File: src/hdl/adc_seq_pkg.sv
package adc_seq_pkg;

    // Register bus
    localparam int          ADDR_W        = 8;
    localparam int          DATA_W        = 32;
    localparam logic [7:0]  REG_CTRL      = 8'h00;
    localparam logic [7:0]  REG_STATUS    = 8'h04;
    localparam logic [7:0]  REG_RESULT    = 8'h08;
    localparam logic [7:0]  REG_MUXSEL    = 8'h0C;
    localparam logic [7:0]  REG_PERIOD    = 8'h10;
    localparam logic [7:0]  REG_IRQ_STAT  = 8'h14;
    localparam logic [7:0]  REG_IRQ_MASK  = 8'h18;

    // Control register fields
    localparam int          CTRL_START_BIT = 0;
    localparam int          CTRL_STOP_BIT  = 1;
    localparam int          CTRL_MODE_LSB  = 2;
    localparam int          MODE_W         = 2;

    // Status register fields
    localparam int          STAT_DONE_BIT  = 0;
    localparam int          STAT_BUSY_BIT  = 1;
    localparam int          STAT_VALID_BIT = 2;
    localparam int          STAT_HOLD_BIT  = 3;

    // Interrupt status and mask fields
    localparam int          IRQ_W          = 2;
    localparam int          IRQ_DONE_BIT   = 0;
    localparam int          IRQ_OVR_BIT    = 1;

    // Conversion sequencing
    typedef enum logic [1:0] {MODE_SINGLE, MODE_CONT, MODE_MULTI, MODE_RSVD} mode_e;
    typedef enum logic [1:0] {ST_STANDBY, ST_RUN, ST_HOLD} seq_e;

    localparam int          PRIME_W        = 3;
    localparam logic [2:0]  PRIME_CONVS    = 3'h3;
    localparam int          CLK_PERIOD_NS  = 10;
    localparam int          CONV_TIME_NS   = 5000;
    localparam int          CONV_CYCLES    = CONV_TIME_NS / CLK_PERIOD_NS;
    localparam int          PERIOD_W       = 16;
    localparam int          MUX_W          = 4;
    localparam int          RES_W          = 16;

endpackage

File: src/hdl/adc_conversion_sequencer.sv
// Strobed register access and the register offsets were decided locally.
`timescale 1ns/1ps
// Function
// - In single mode the sequencer idles in standby until a trigger, then runs four conversions back to back.
// - The first three conversions only prime the decimator; the result and end-of-conversion follow the fourth.
// - After the single result is read out the sequencer returns to standby until the next trigger.
// - Completion shows in a pollable status bit and on the end-of-conversion output for interrupt or DMA.
// - In continuous mode the first result follows three priming conversions, then one result per period.
// - In multi mode the decimator is cleared and re-primed between samples.
// - In multi mode each finished sample starts the next one without a new trigger.
// - A start-of-conversion input begins a conversion and may come from a clock or programmable logic.
// - The start-of-conversion input is optional; continuous mode runs from the software start alone.
// - End-of-conversion rises at the completion of every conversion that yields a result.
// - Every mode starts from either a software start bit or the start-of-conversion input.
// - End-of-conversion and the done status bit stay high until the result is read.
// - After the input channel changes, no result is valid until the fourth following conversion ends.
module adc_conversion_sequencer #(
    parameter int RES_W    = adc_seq_pkg::RES_W,
    parameter int MUX_W    = adc_seq_pkg::MUX_W,
    parameter int PERIOD_W = adc_seq_pkg::PERIOD_W
) (
    input  wire logic                           sys_clk_i,
    input  wire logic                           srst_i,
    input  wire logic [adc_seq_pkg::ADDR_W-1:0] addr_i,
    input  wire logic [adc_seq_pkg::DATA_W-1:0] wdata_i,
    input  wire logic                           wr_i,
    input  wire logic                           rd_i,
    output logic      [adc_seq_pkg::DATA_W-1:0] rdata_o,
    input  wire logic                           soc_i,
    input  wire logic [RES_W-1:0]               dec_data_i,
    output logic                                mod_run_o,
    output logic                                decim_clr_o,
    output logic      [MUX_W-1:0]               mux_sel_o,
    output logic                                eoc_o,
    output logic                                irq_o
);

    localparam logic [PERIOD_W-1:0] PERIOD_RST = PERIOD_W'(adc_seq_pkg::CONV_CYCLES);
    localparam logic [PERIOD_W-1:0] ONE_TICK   = PERIOD_W'(1);

    logic                         soc_meta;
    logic                         soc_sync;
    logic                         soc_prev;
    logic                         soc_rise;
    adc_seq_pkg::mode_e           mode;
    adc_seq_pkg::seq_e            state;
    logic [PERIOD_W-1:0]          conv_len;
    logic [PERIOD_W-1:0]          tick_cnt;
    logic [adc_seq_pkg::PRIME_W-1:0] prime_cnt;
    logic [RES_W-1:0]             result;
    logic                         done;
    logic [adc_seq_pkg::IRQ_W-1:0] irq_stat;
    logic [adc_seq_pkg::IRQ_W-1:0] irq_mask;
    logic [adc_seq_pkg::IRQ_W-1:0] irq_evt;
    logic                         wr_ctrl;
    logic                         sw_start;
    logic                         sw_stop;
    logic                         mux_chg;
    logic                         rd_res;
    logic                         trig;
    logic                         conv_done;
    logic                         primed;
    logic                         result_ready;
    logic                         start_seq;

    // Start-of-conversion pin synchroniser and edge detect
    always_ff @(posedge sys_clk_i) begin
        if (srst_i) begin
            soc_meta <= 1'b0;
            soc_sync <= 1'b0;
            soc_prev <= 1'b0;
        end else begin
            soc_meta <= soc_i;
            soc_sync <= soc_meta;
            soc_prev <= soc_sync;
        end
    end

    assign soc_rise  = soc_sync & ~soc_prev;

    // Bus decode
    assign wr_ctrl   = wr_i && (addr_i == adc_seq_pkg::REG_CTRL);
    assign sw_start  = wr_ctrl && wdata_i[adc_seq_pkg::CTRL_START_BIT];
    assign sw_stop   = wr_ctrl && wdata_i[adc_seq_pkg::CTRL_STOP_BIT];
    assign mux_chg   = wr_i && (addr_i == adc_seq_pkg::REG_MUXSEL) && (wdata_i[MUX_W-1:0] != mux_sel_o);
    assign rd_res    = rd_i && (addr_i == adc_seq_pkg::REG_RESULT);

    assign trig      = sw_start | soc_rise;
    assign start_seq = (state == adc_seq_pkg::ST_STANDBY) && trig && !sw_stop;
    assign conv_done = (state == adc_seq_pkg::ST_RUN) && (tick_cnt <= ONE_TICK);
    assign primed    = (prime_cnt == adc_seq_pkg::PRIME_CONVS);
    assign result_ready = conv_done && primed && !mux_chg;

    // Configuration registers
    always_ff @(posedge sys_clk_i) begin
        if (srst_i) begin
            mode      <= adc_seq_pkg::MODE_SINGLE;
            conv_len  <= PERIOD_RST;
            mux_sel_o <= '0;
            irq_mask  <= '0;
        end else if (wr_i) begin
            case (addr_i)
                adc_seq_pkg::REG_CTRL: begin
                    if (state == adc_seq_pkg::ST_STANDBY) begin
                        mode <= adc_seq_pkg::mode_e'(wdata_i[adc_seq_pkg::CTRL_MODE_LSB +: adc_seq_pkg::MODE_W]);
                    end
                end
                adc_seq_pkg::REG_PERIOD:   conv_len  <= wdata_i[PERIOD_W-1:0];
                adc_seq_pkg::REG_MUXSEL:   mux_sel_o <= wdata_i[MUX_W-1:0];
                adc_seq_pkg::REG_IRQ_MASK: irq_mask  <= wdata_i[adc_seq_pkg::IRQ_W-1:0];
                default: begin
                end
            endcase
        end
    end

    // Sequencer state
    always_ff @(posedge sys_clk_i) begin
        if (srst_i) begin
            state <= adc_seq_pkg::ST_STANDBY;
        end else if (sw_stop) begin
            state <= adc_seq_pkg::ST_STANDBY;
        end else begin
            case (state)
                adc_seq_pkg::ST_STANDBY: begin
                    if (start_seq) begin
                        state <= adc_seq_pkg::ST_RUN;
                    end
                end
                adc_seq_pkg::ST_RUN: begin
                    if (result_ready && (mode != adc_seq_pkg::MODE_CONT) && (mode != adc_seq_pkg::MODE_MULTI)) begin
                        state <= adc_seq_pkg::ST_HOLD;
                    end
                end
                adc_seq_pkg::ST_HOLD: begin
                    if (rd_res) begin
                        state <= adc_seq_pkg::ST_STANDBY;
                    end
                end
                default: state <= adc_seq_pkg::ST_STANDBY;
            endcase
        end
    end

    // Conversion period divider
    always_ff @(posedge sys_clk_i) begin
        if (srst_i) begin
            tick_cnt <= PERIOD_RST;
        end else if (start_seq || conv_done) begin
            tick_cnt <= conv_len;
        end else if (state == adc_seq_pkg::ST_RUN) begin
            tick_cnt <= tick_cnt - ONE_TICK;
        end
    end

    // Decimator priming count
    always_ff @(posedge sys_clk_i) begin
        if (srst_i) begin
            prime_cnt <= '0;
        end else if (start_seq || mux_chg) begin
            prime_cnt <= '0;
        end else if (result_ready && (mode == adc_seq_pkg::MODE_MULTI)) begin
            prime_cnt <= '0;
        end else if (conv_done && !primed) begin
            prime_cnt <= prime_cnt + adc_seq_pkg::PRIME_W'(1);
        end
    end

    // Decimator clear pulse at every start and between multi samples
    always_ff @(posedge sys_clk_i) begin
        if (srst_i) begin
            decim_clr_o <= 1'b0;
        end else begin
            decim_clr_o <= start_seq || (result_ready && (mode == adc_seq_pkg::MODE_MULTI));
        end
    end

    assign mod_run_o = (state == adc_seq_pkg::ST_RUN);

    // Result capture and completion flag
    always_ff @(posedge sys_clk_i) begin
        if (srst_i) begin
            result <= '0;
        end else if (result_ready) begin
            result <= dec_data_i;
        end
    end

    always_ff @(posedge sys_clk_i) begin
        if (srst_i) begin
            done <= 1'b0;
        end else if (result_ready) begin
            done <= 1'b1;
        end else if (rd_res) begin
            done <= 1'b0;
        end
    end

    assign eoc_o = done;

    // Interrupt status, write one to clear, set wins
    assign irq_evt[adc_seq_pkg::IRQ_DONE_BIT] = result_ready;
    assign irq_evt[adc_seq_pkg::IRQ_OVR_BIT]  = result_ready && done && !rd_res;

    always_ff @(posedge sys_clk_i) begin
        if (srst_i) begin
            irq_stat <= '0;
        end else if (wr_i && (addr_i == adc_seq_pkg::REG_IRQ_STAT)) begin
            irq_stat <= (irq_stat & ~wdata_i[adc_seq_pkg::IRQ_W-1:0]) | irq_evt;
        end else begin
            irq_stat <= irq_stat | irq_evt;
        end
    end

    assign irq_o = |(irq_stat & irq_mask);

    // Read data, one cycle after the strobe
    always_ff @(posedge sys_clk_i) begin
        if (srst_i) begin
            rdata_o <= '0;
        end else if (rd_i) begin
            rdata_o <= '0;
            case (addr_i)
                adc_seq_pkg::REG_CTRL: begin
                    rdata_o[adc_seq_pkg::CTRL_MODE_LSB +: adc_seq_pkg::MODE_W] <= mode;
                end
                adc_seq_pkg::REG_STATUS: begin
                    rdata_o[adc_seq_pkg::STAT_DONE_BIT]  <= done;
                    rdata_o[adc_seq_pkg::STAT_BUSY_BIT]  <= mod_run_o;
                    rdata_o[adc_seq_pkg::STAT_VALID_BIT] <= primed;
                    rdata_o[adc_seq_pkg::STAT_HOLD_BIT]  <= (state == adc_seq_pkg::ST_HOLD);
                end
                adc_seq_pkg::REG_RESULT:   rdata_o[RES_W-1:0]    <= result;
                adc_seq_pkg::REG_MUXSEL:   rdata_o[MUX_W-1:0]    <= mux_sel_o;
                adc_seq_pkg::REG_PERIOD:   rdata_o[PERIOD_W-1:0] <= conv_len;
                adc_seq_pkg::REG_IRQ_STAT: rdata_o[adc_seq_pkg::IRQ_W-1:0] <= irq_stat;
                adc_seq_pkg::REG_IRQ_MASK: rdata_o[adc_seq_pkg::IRQ_W-1:0] <= irq_mask;
                default: begin
                end
            endcase
        end
    end

    // Conversions since the last priming restart, for checking only
    logic [3:0] conv_seen;

    always_ff @(posedge sys_clk_i) begin
        if (srst_i) begin
            conv_seen <= '0;
        end else if (start_seq || mux_chg || (result_ready && (mode == adc_seq_pkg::MODE_MULTI))) begin
            conv_seen <= '0;
        end else if (conv_done && (conv_seen != 4'hF)) begin
            conv_seen <= conv_seen + 4'h1;
        end
    end
endmodule

File: config.mk
export PLATFORM = sky130hd
export DESIGN_NAME = adc_conversion_sequencer
export DESIGN_NICKNAME = d
export VERILOG_FILES = /design/src/hdl/adc_seq_pkg.sv /design/src/hdl/adc_conversion_sequencer.sv
export SDC_FILE = /design/constraint.sdc
export NUM_CORES = 1
export LEC_CHECK = 0
export BUFFER_PORTS_ARGS = -buffer_cell sky130_fd_sc_hd__buf_2
export CAP_MARGIN = 25
export CORE_ASPECT_RATIO = 2
export CORE_UTILIZATION = 44
export DETAILED_ROUTE_END_ITERATION = 10
export MAX_ROUTING_LAYER = met4
export PLACE_DENSITY = 0.79
export SLEW_MARGIN = 20
export SYNTH_ARGS = -nofsm -noshare
export SYNTH_HDL_FRONTEND = slang
export SYNTH_SLANG_ARGS = --single-unit
File: constraint.sdc
create_clock -name sys_clk_i -period 3.2 [get_ports sys_clk_i]
set_clock_uncertainty 0.15 [all_clocks]
set_input_delay 0.16 -clock sys_clk_i [delete_from_list [all_inputs] [get_ports sys_clk_i]]
set_output_delay 0.16 -clock sys_clk_i [all_outputs]
set_load 0.005 [all_outputs]
==> metrics.md, run 1 <==
| Metric | Value |
|---|---|
| Num CTS Buffers | 9 |
| Seq/Total Area, Yosys | 39.70% |
| Fmax | 397.2 MHz |
| GRT Total Usage | 24.50% |
| WS Path Type | reg -> reg |
| HPWL Detailed | 7997 um |
| Rel. slew slack | 51.86% |
| Placer congestion estimate | 0.9250 |
| 1st-pass router iterations | 8 |
| Internal | 0.001687 W |
| Die X | 71.38 um |
| # rows | 50 |
| M1 WL | 4315 um |
| Chip height | 140.8 um |
| Vias after detailed routing | 4124 |
| WL met3 | 498 um |
| Synthesized instance count | 501 |
| Leak | 1.954 nW |
| CP required | 3.26 ns |
| RSZ-0062 raised after global routing | no |
| Primary FF master, synth | dfxtp_1 |
| Clk_lat worst skew | 0.34 ns |
| Min Tclk post-route | 2.517 ns |
| HP Class | in -> reg |
| Number of flops mapped to enable cells by yosys | 0 |
| Pins Over Slew Limit | 0 |
| Mean number of vias per cell | 5.942 |
| Max VDD drop | 0.0004444 V |
| Drt wl/cell | 16.77 um |
| Mapped Area | 4235 um2 |
| Crit. End Element | flip-flop |
| Clock transition at the registers of the reported paths | 0.06 ns |
| Violated checks | DRC |
| Total core area | 9321 um2 |
| Overflow after GRT | 0 |
| Initial antenna violation count | 0 |
| Reg2reg setup slack | 0.68 ns |
| Yosys reg bits | 84 |
| Area growth, synth to finish | 21.15% |
| Total die area | 10050 um2 |
| Max Root-Sink Buffers | 2 |
| Fin crit share | 78.67% |
| Hold Fails Final Rpt | 0 |
| Syn avg cell area | 8.454 um2 |
| Clk pwr share | 43.0% |
| Status | complete, but fails checks |
| Synth Warn # | 0 |
| Post-CTS sizing | 0 |
| Root buf cell | clkbuf_16 |
| CTS tree | done |
| Sw Ratio | 23.91% |
| Uppermost layer routed | met4 |
| Finish-stage setup viols | 0 |
| Routed Antenna Nets | 0 |
| Crit path DAT | 2.58 ns |
| Initial Util | 45.44% |
| Fill cells | 813 |
| DR iter-0 viols | 276 |
| Port Buffers | 68 |
| DRC | 3 |
| Top cell type's share of synthesized area | 39.70% |
| Clk sink count | 84 |
| CP max FO | 22 |
| Sum Neg Setup Slack | 0 ns |
| Slew @ Worst Pin | 0.7162 ns |
| PD cells | 432.0 nW/um2 |
| Share of flip-flops with an asynchronous set or reset | 0% |
| Vias in the first global route | 4004 |
| Logic pwr share | 8.6% |
| H-Tree Depth | 3 |
| Largest cells by area after synthesis | dfxtp_1, mux2i_1, nand2_1 |
| DP Area | 4541 um2 |
| First-pass GRT wire length | 18730 um |
| WL final | 11640 um |
| Synth unique cells | 64 |
| Max cap viols | 0 |
| Crit start category | flip-flop |
| Layout cell share with drive strength beyond 1 | 17.63% |
| Final Instance Area | 5131 um2 |
| Metal2 WL | 6154 um |
| Nets@finish | 651 |
| Largest net degree at the start of global routing | 38 |
| Top-Level Pins | 101 |
| Flop pwr share | 48.4% |
| Post-synth top area cell | dfxtp_1 |
| Antenna Cells | 0 |
| Total Power | 0.002217 W |
| Net Sw Power | 0.0005300 W |
## synth_stat cells, types with 3 or more instances
library cell	count
nor3b_1	5
buf_4	17
dfxtp_1	84
nand4_1	7
nor3_1	9
or4_1	3
nor2b_1	17
a221oi_1	3
mux2i_1	31
o211ai_1	4
and4_1	4
a211oi_1	4
and3_1	5
a211o_1	3
buf_2	9
a31oi_1	20
inv_1	6
o21ai_1	4
nand2_1	67
o21ai_0	9
xnor2_1	8
nor4_4	3
nand3_1	19
o22ai_1	3
clkbuf_1	19
nor2_1	44
ha_1	4
a21oi_1	45
buf_6	3
## power groups by stage
stage                     combinational [W]  sequential [W]  clock (W)
final                              0.000191         0.00107   0.000952
after global routing               0.000206         0.00107    0.00100
after CTS                          0.000187         0.00107   0.000962
after detailed placement           0.000156         0.00110          0
after global placement             0.000152         0.00109          0
after floorplan                    0.000108         0.00109          0
## through the flow
stage | util, % | hold slack (ns) | worst slack (ns) | std cells
6_report | 55.05 | 0.01629 | 0.6827 | 694
5_1_grt | 55.05 | 0.02580 | 0.5529 | 694
2_1_floorplan | - | 0.1340 | 1.135 | 516
4_1_cts | 55.05 | 0.006682 | 0.6903 | 694
3_3_place_gp | 48.71 | 0.2213 | 0.7680 | 647
3_5_place_dp | 48.71 | 0.2280 | 0.7088 | 647
## worst max-delay path: stages (launching register included)
cell,delay [ns]
dfxtp_1,0.34
inv_1,0.10
ha_1,0.22
or2_1,0.15
nand4_1,0.37
a2111oi_4,0.34
buf_4,0.39
mux2i_1,0.25
nor2_1,0.06
## per-layer routing
| metal | track usage (%) | up-vias |
|---|---|---|
| met5 | - | - |
| met4 | 20.63 | 0 |
| met3 | 2.931 | 51 |
| met2 | 41.50 | 187 |
| met1 | 24.46 | 1942 |
| li1 | - | 1944 |
## layout by cell type, fill, tap and decap left out, types with 2 or more instances in the layout
cell,n
a221oi_1,3
a41o_1,2
and3_1,5
o22ai_1,3
nor4_2,2
and4_1,4
o21ai_1,4
nand4_1,7
nor3_1,9
nor3b_1,5
and2_1,2
mux2_2,2
o211ai_1,4
dfxtp_1,84
nand2_1,67
inv_1,6
a211oi_1,4
a31oi_1,20
a211o_1,3
xnor2_1,8
ha_1,4
a21oi_1,45
o2111ai_1,2
buf_2,68
a311oi_1,2
conb_1,16
o21ai_0,9
nor4_4,3
buf_4,8
dlygate4sd3_1,32
nor2_1,44
nor2b_1,17
or3_1,2
nand3_1,19
clkbuf_16,9
clkinvlp_4,2
clkbuf_1,2
or4_1,3
mux2i_1,31
## registers in the layout, indices dropped and copies added (netlist names)
name	count
prime_cnt	3
soc_sync	1
rdata_o	16
soc_meta	1
mode	2
tick_cnt	16
state	2
conv_len	16
decim_clr_o	1
irq_mask	2
eoc_o	1
result	16
irq_stat	2
mux_sel_o	4
soc_prev	1
## path summary, 6_finish.rpt
path                            startpoint                        to  depth (start not counted)
hold reg to reg        soc_meta$_SDFF_PP0_       soc_sync$_SDFF_PP0_                          1
hold / removal                  wdata_i[1]  conv_len[1]$_SDFFE_PP0P_                          3
setup / recovery  tick_cnt[1]$_SDFFE_PP0P_   result[13]$_SDFFE_PP0P_                          8
setup reg to reg  tick_cnt[1]$_SDFFE_PP0P_   result[13]$_SDFFE_PP0P_                          8
## final cells by class
class	instances	area, um2	area share [%]
clock buffers	12	246.5	4.804
multi-input cells	376	2302	44.87
well taps	104	130.1	2.536
clock inverters	3	23.77	0.4633
flip-flops and latches	84	1682	32.77
repair buffers	108	720.7	14.05
inverters	7	26.28	0.5121
## cell families after synthesis
| kind of cell | Yosys count | share of synthesized area, % |
|---|---|---|
| flip-flops | 84 | 39.70 |
| buffers and inverters | 56 | 7.267 |
| multiplexers | 34 | 8.124 |
| XOR/XNOR | 9 | 1.861 |
| AND/OR/NAND/NOR | 200 | 24.64 |
| other | 1 | 0.08854 |
| AO/OA/AOI/OAI | 113 | 17.14 |
| adder cells (fa/ha/maj) | 4 | 1.182 |
## what timing repair did
| item | 4_1_cts | 5_1_grt |
|---|---|---|
| hold buffers | 32 | 0 |
| setup buffers | 0 | 0 |
| hold endpoints to repair | 32 | 0 |
Power figures use the tool's default switching activity.
==> inputs of run 2 (changes only) <==
clock period = 2.35 ns   (was 3.2 ns; I/O delays follow)
==> run 2 against run 1 <==
The flow still finishes with violations (DRC). Critical path depth is 2 higher. Largest cell class unchanged. Largest power group is now clock. Sequential share of layout area down 2.0 points. Via count up 2.3%. Clock power rose by 65%.
==> metrics.md, run 2 (synthesis results as in run 1) <==
| Metric | Value |
|---|---|
| Status | complete, but fails checks |
| Violated checks | DRC |
| Total core area | 9321 um2 |
| Flop pwr share | 44.1% |
| Sw Ratio | 23.22% |
| Crit path DAT | 2.36 ns |
| Fill cells | 738 |
| Rel. slew slack | 62.00% |
| Pins Over Slew Limit | 0 |
| Most frequent cells in the layout | dfxtp_1, buf_2, nand2_1 |
| Register-to-Register Path Depth | 10 |
| Commonest non-fill, non-tap cell in the layout | dfxtp_1 |
| Crit. End Element | flip-flop |
| Clk_lat worst skew | 0.35 ns |
| WS Path Type | reg -> reg |
| Clk sink count | 84 |
| Min Tclk post-route | 2.287 ns |
| Area growth, synth to finish | 29.28% |
| Largest net degree at the start of global routing | 39 |
| GRT Total Usage | 25.91% |
| Total die area | 10050 um2 |
| Logic pwr share | 8.7% |
| Layout cell share with drive strength beyond 1 | 21.82% |
| Nets@finish | 674 |
| Net Sw Power | 0.0007694 W |
| Setup crit start | tick_cnt[1]$_SDFFE_PP0P_ |
| Num CTS Buffers | 9 |
| CP required | 2.42 ns |
| Root buf cell | clkbuf_16 |
| Final Instance Area | 5475 um2 |
| Max cap viols | 0 |
| Overflow after GRT | 0 |
| DP Area | 4711 um2 |
| Internal | 0.002543 W |
| Clock transition at the registers of the reported paths | 0.06 ns |
| Routed Antenna Nets | 0 |
| Slew @ Worst Pin | 0.5656 ns |
| Clk pwr share | 47.3% |
| Setup ws final | 0.06299 ns |
| Max VDD drop | 0.0006432 V |
| HP Class | in -> reg |
| Crit start category | flip-flop |
| Vias after detailed routing | 4220 |
| Util after Layout | 58.74% |
| DR iter-0 viols | 275 |
| HPWL Detailed | 8490 um |
| Min-Delay Startpoint | wr_i |
| 1st-pass router iterations | 8 |
| H-Tree Depth | 3 |
| Placer congestion estimate | 0.9547 |
| Initial Util | 45.44% |
| Antenna Cells | 0 |
| Total Power | 0.003313 W |
| Max Root-Sink Buffers | 2 |
| Hold depth | 4 |
| Post-Place Worst Slack | 0.1489 ns |
| Area of the multi-input gates | 2332 um2 |
| # rows | 50 |
| Finish-stage setup viols | 0 |
| Die X | 71.38 um |
| Register Area | 1683 um2 |
| Hold Fails Final Rpt | 0 |
| WL final | 12360 um |
| Initial antenna violation count | 0 |
| PD cells | 605.0 nW/um2 |
| Leak | 2.134 nW |
| Fmax | 437.3 MHz |
| CTS tree | done |
| Vias in the first global route | 4166 |
| Port Buffers | 68 |
| DRC | 3 |
| First-pass GRT wire length | 19880 um |
| CP max FO | 11 |
| Mean number of vias per cell | 5.877 |
| Top-Level Pins | 101 |
| Drt wl/cell | 17.21 um |
| Chip height | 140.8 um |
| Fin crit share | 97.32% |
| Reg-to-reg startpoint | tick_cnt[1]$_SDFFE_PP0P_ |
==> run 2: cell count changes in the layout (fill, tap and decap cells not counted), sizes merged <==
| cell | previous run | this run |
|---|---|---|
| buf | 76 | 96 |
| bufinv | 0 | 2 |
| clkinv | 2 | 4 |
| clkinvlp | 2 | 0 |
| dlygate4sd3 | 32 | 34 |
| clkbuf | 12 | 11 |
| inv | 6 | 7 |
==> run 2: cell type report <==
| class | instances | area share [%] |
|---|---|---|
| Clock inverter | 6 | 1.737 |
| Inverter | 7 | 0.4799 |
| Timing Repair Buffer | 131 | 17.71 |
| Clock buffer | 10 | 4.365 |
| Tap cell | 104 | 2.377 |
| Multi-Input combinational cell | 376 | 42.60 |
| Sequential cell | 84 | 30.74 |
==> run 2: power groups by stage <==
stage / registers, W / clock network, W / logic (W)
after global placement: 0.00149 / 0 / 0.000224
after detailed placement: 0.00149 / 0 / 0.000229
after floorplan: 0.00149 / 0 / 0.000147
after CTS: 0.00146 / 0.00157 / 0.000274
final: 0.00146 / 0.00157 / 0.000287
after global routing: 0.00146 / 0.00163 / 0.000308
==> run 2: path summary, 6_finish.rpt <==
path	to	slack, ns
max	result[4]$_SDFFE_PP0P_	0.06
min	irq_stat[0]$_SDFF_PP0_	0.07
max reg2reg	result[4]$_SDFFE_PP0P_	0.06
min reg2reg	soc_sync$_SDFF_PP0_	0.30
==> run 2: through the flow <==
stage	cells	hold slack, ns	TNS [ns]
after floorplan	516	0.09147	0
after global placement	663	0.1806	0
after detailed placement	663	0.1818	0
after CTS	713	0.06251	0
after global routing	718	0.1128	-0.01220
final	718	0.06788	0
==> run 2: critical path, cell delays in order, from the launching register on <==
cell	delay, ns
dfxtp_1	0.35
inv_2	0.09
ha_4	0.15
or2_1	0.14
nand4_1	0.13
buf_6	0.17
a2111oi_4	0.34
buf_4	0.18
buf_12	0.15
mux2i_4	0.24
nor2_1	0.06
==> run 2: layer usage <==
layer | wire length (um) | up-vias | GRT usage, %
li1 | - | 1984 | -
met1 | 4357 | 2021 | 25.34
met2 | 6958 | 168 | 46.72
met3 | 529 | 47 | 4.074
met5 | 0 | - | -
met4 | 514 | 0 | 15.68
==> run 2: repair_timing <==
action / 4_1_cts / 5_1_grt
hold buffers: 34 / 0
hold endpoints to repair: 43 / 0
setup endpoints to repair: 0 / 14
setup buffers: 0 / 4
resized for setup: 0 / 9
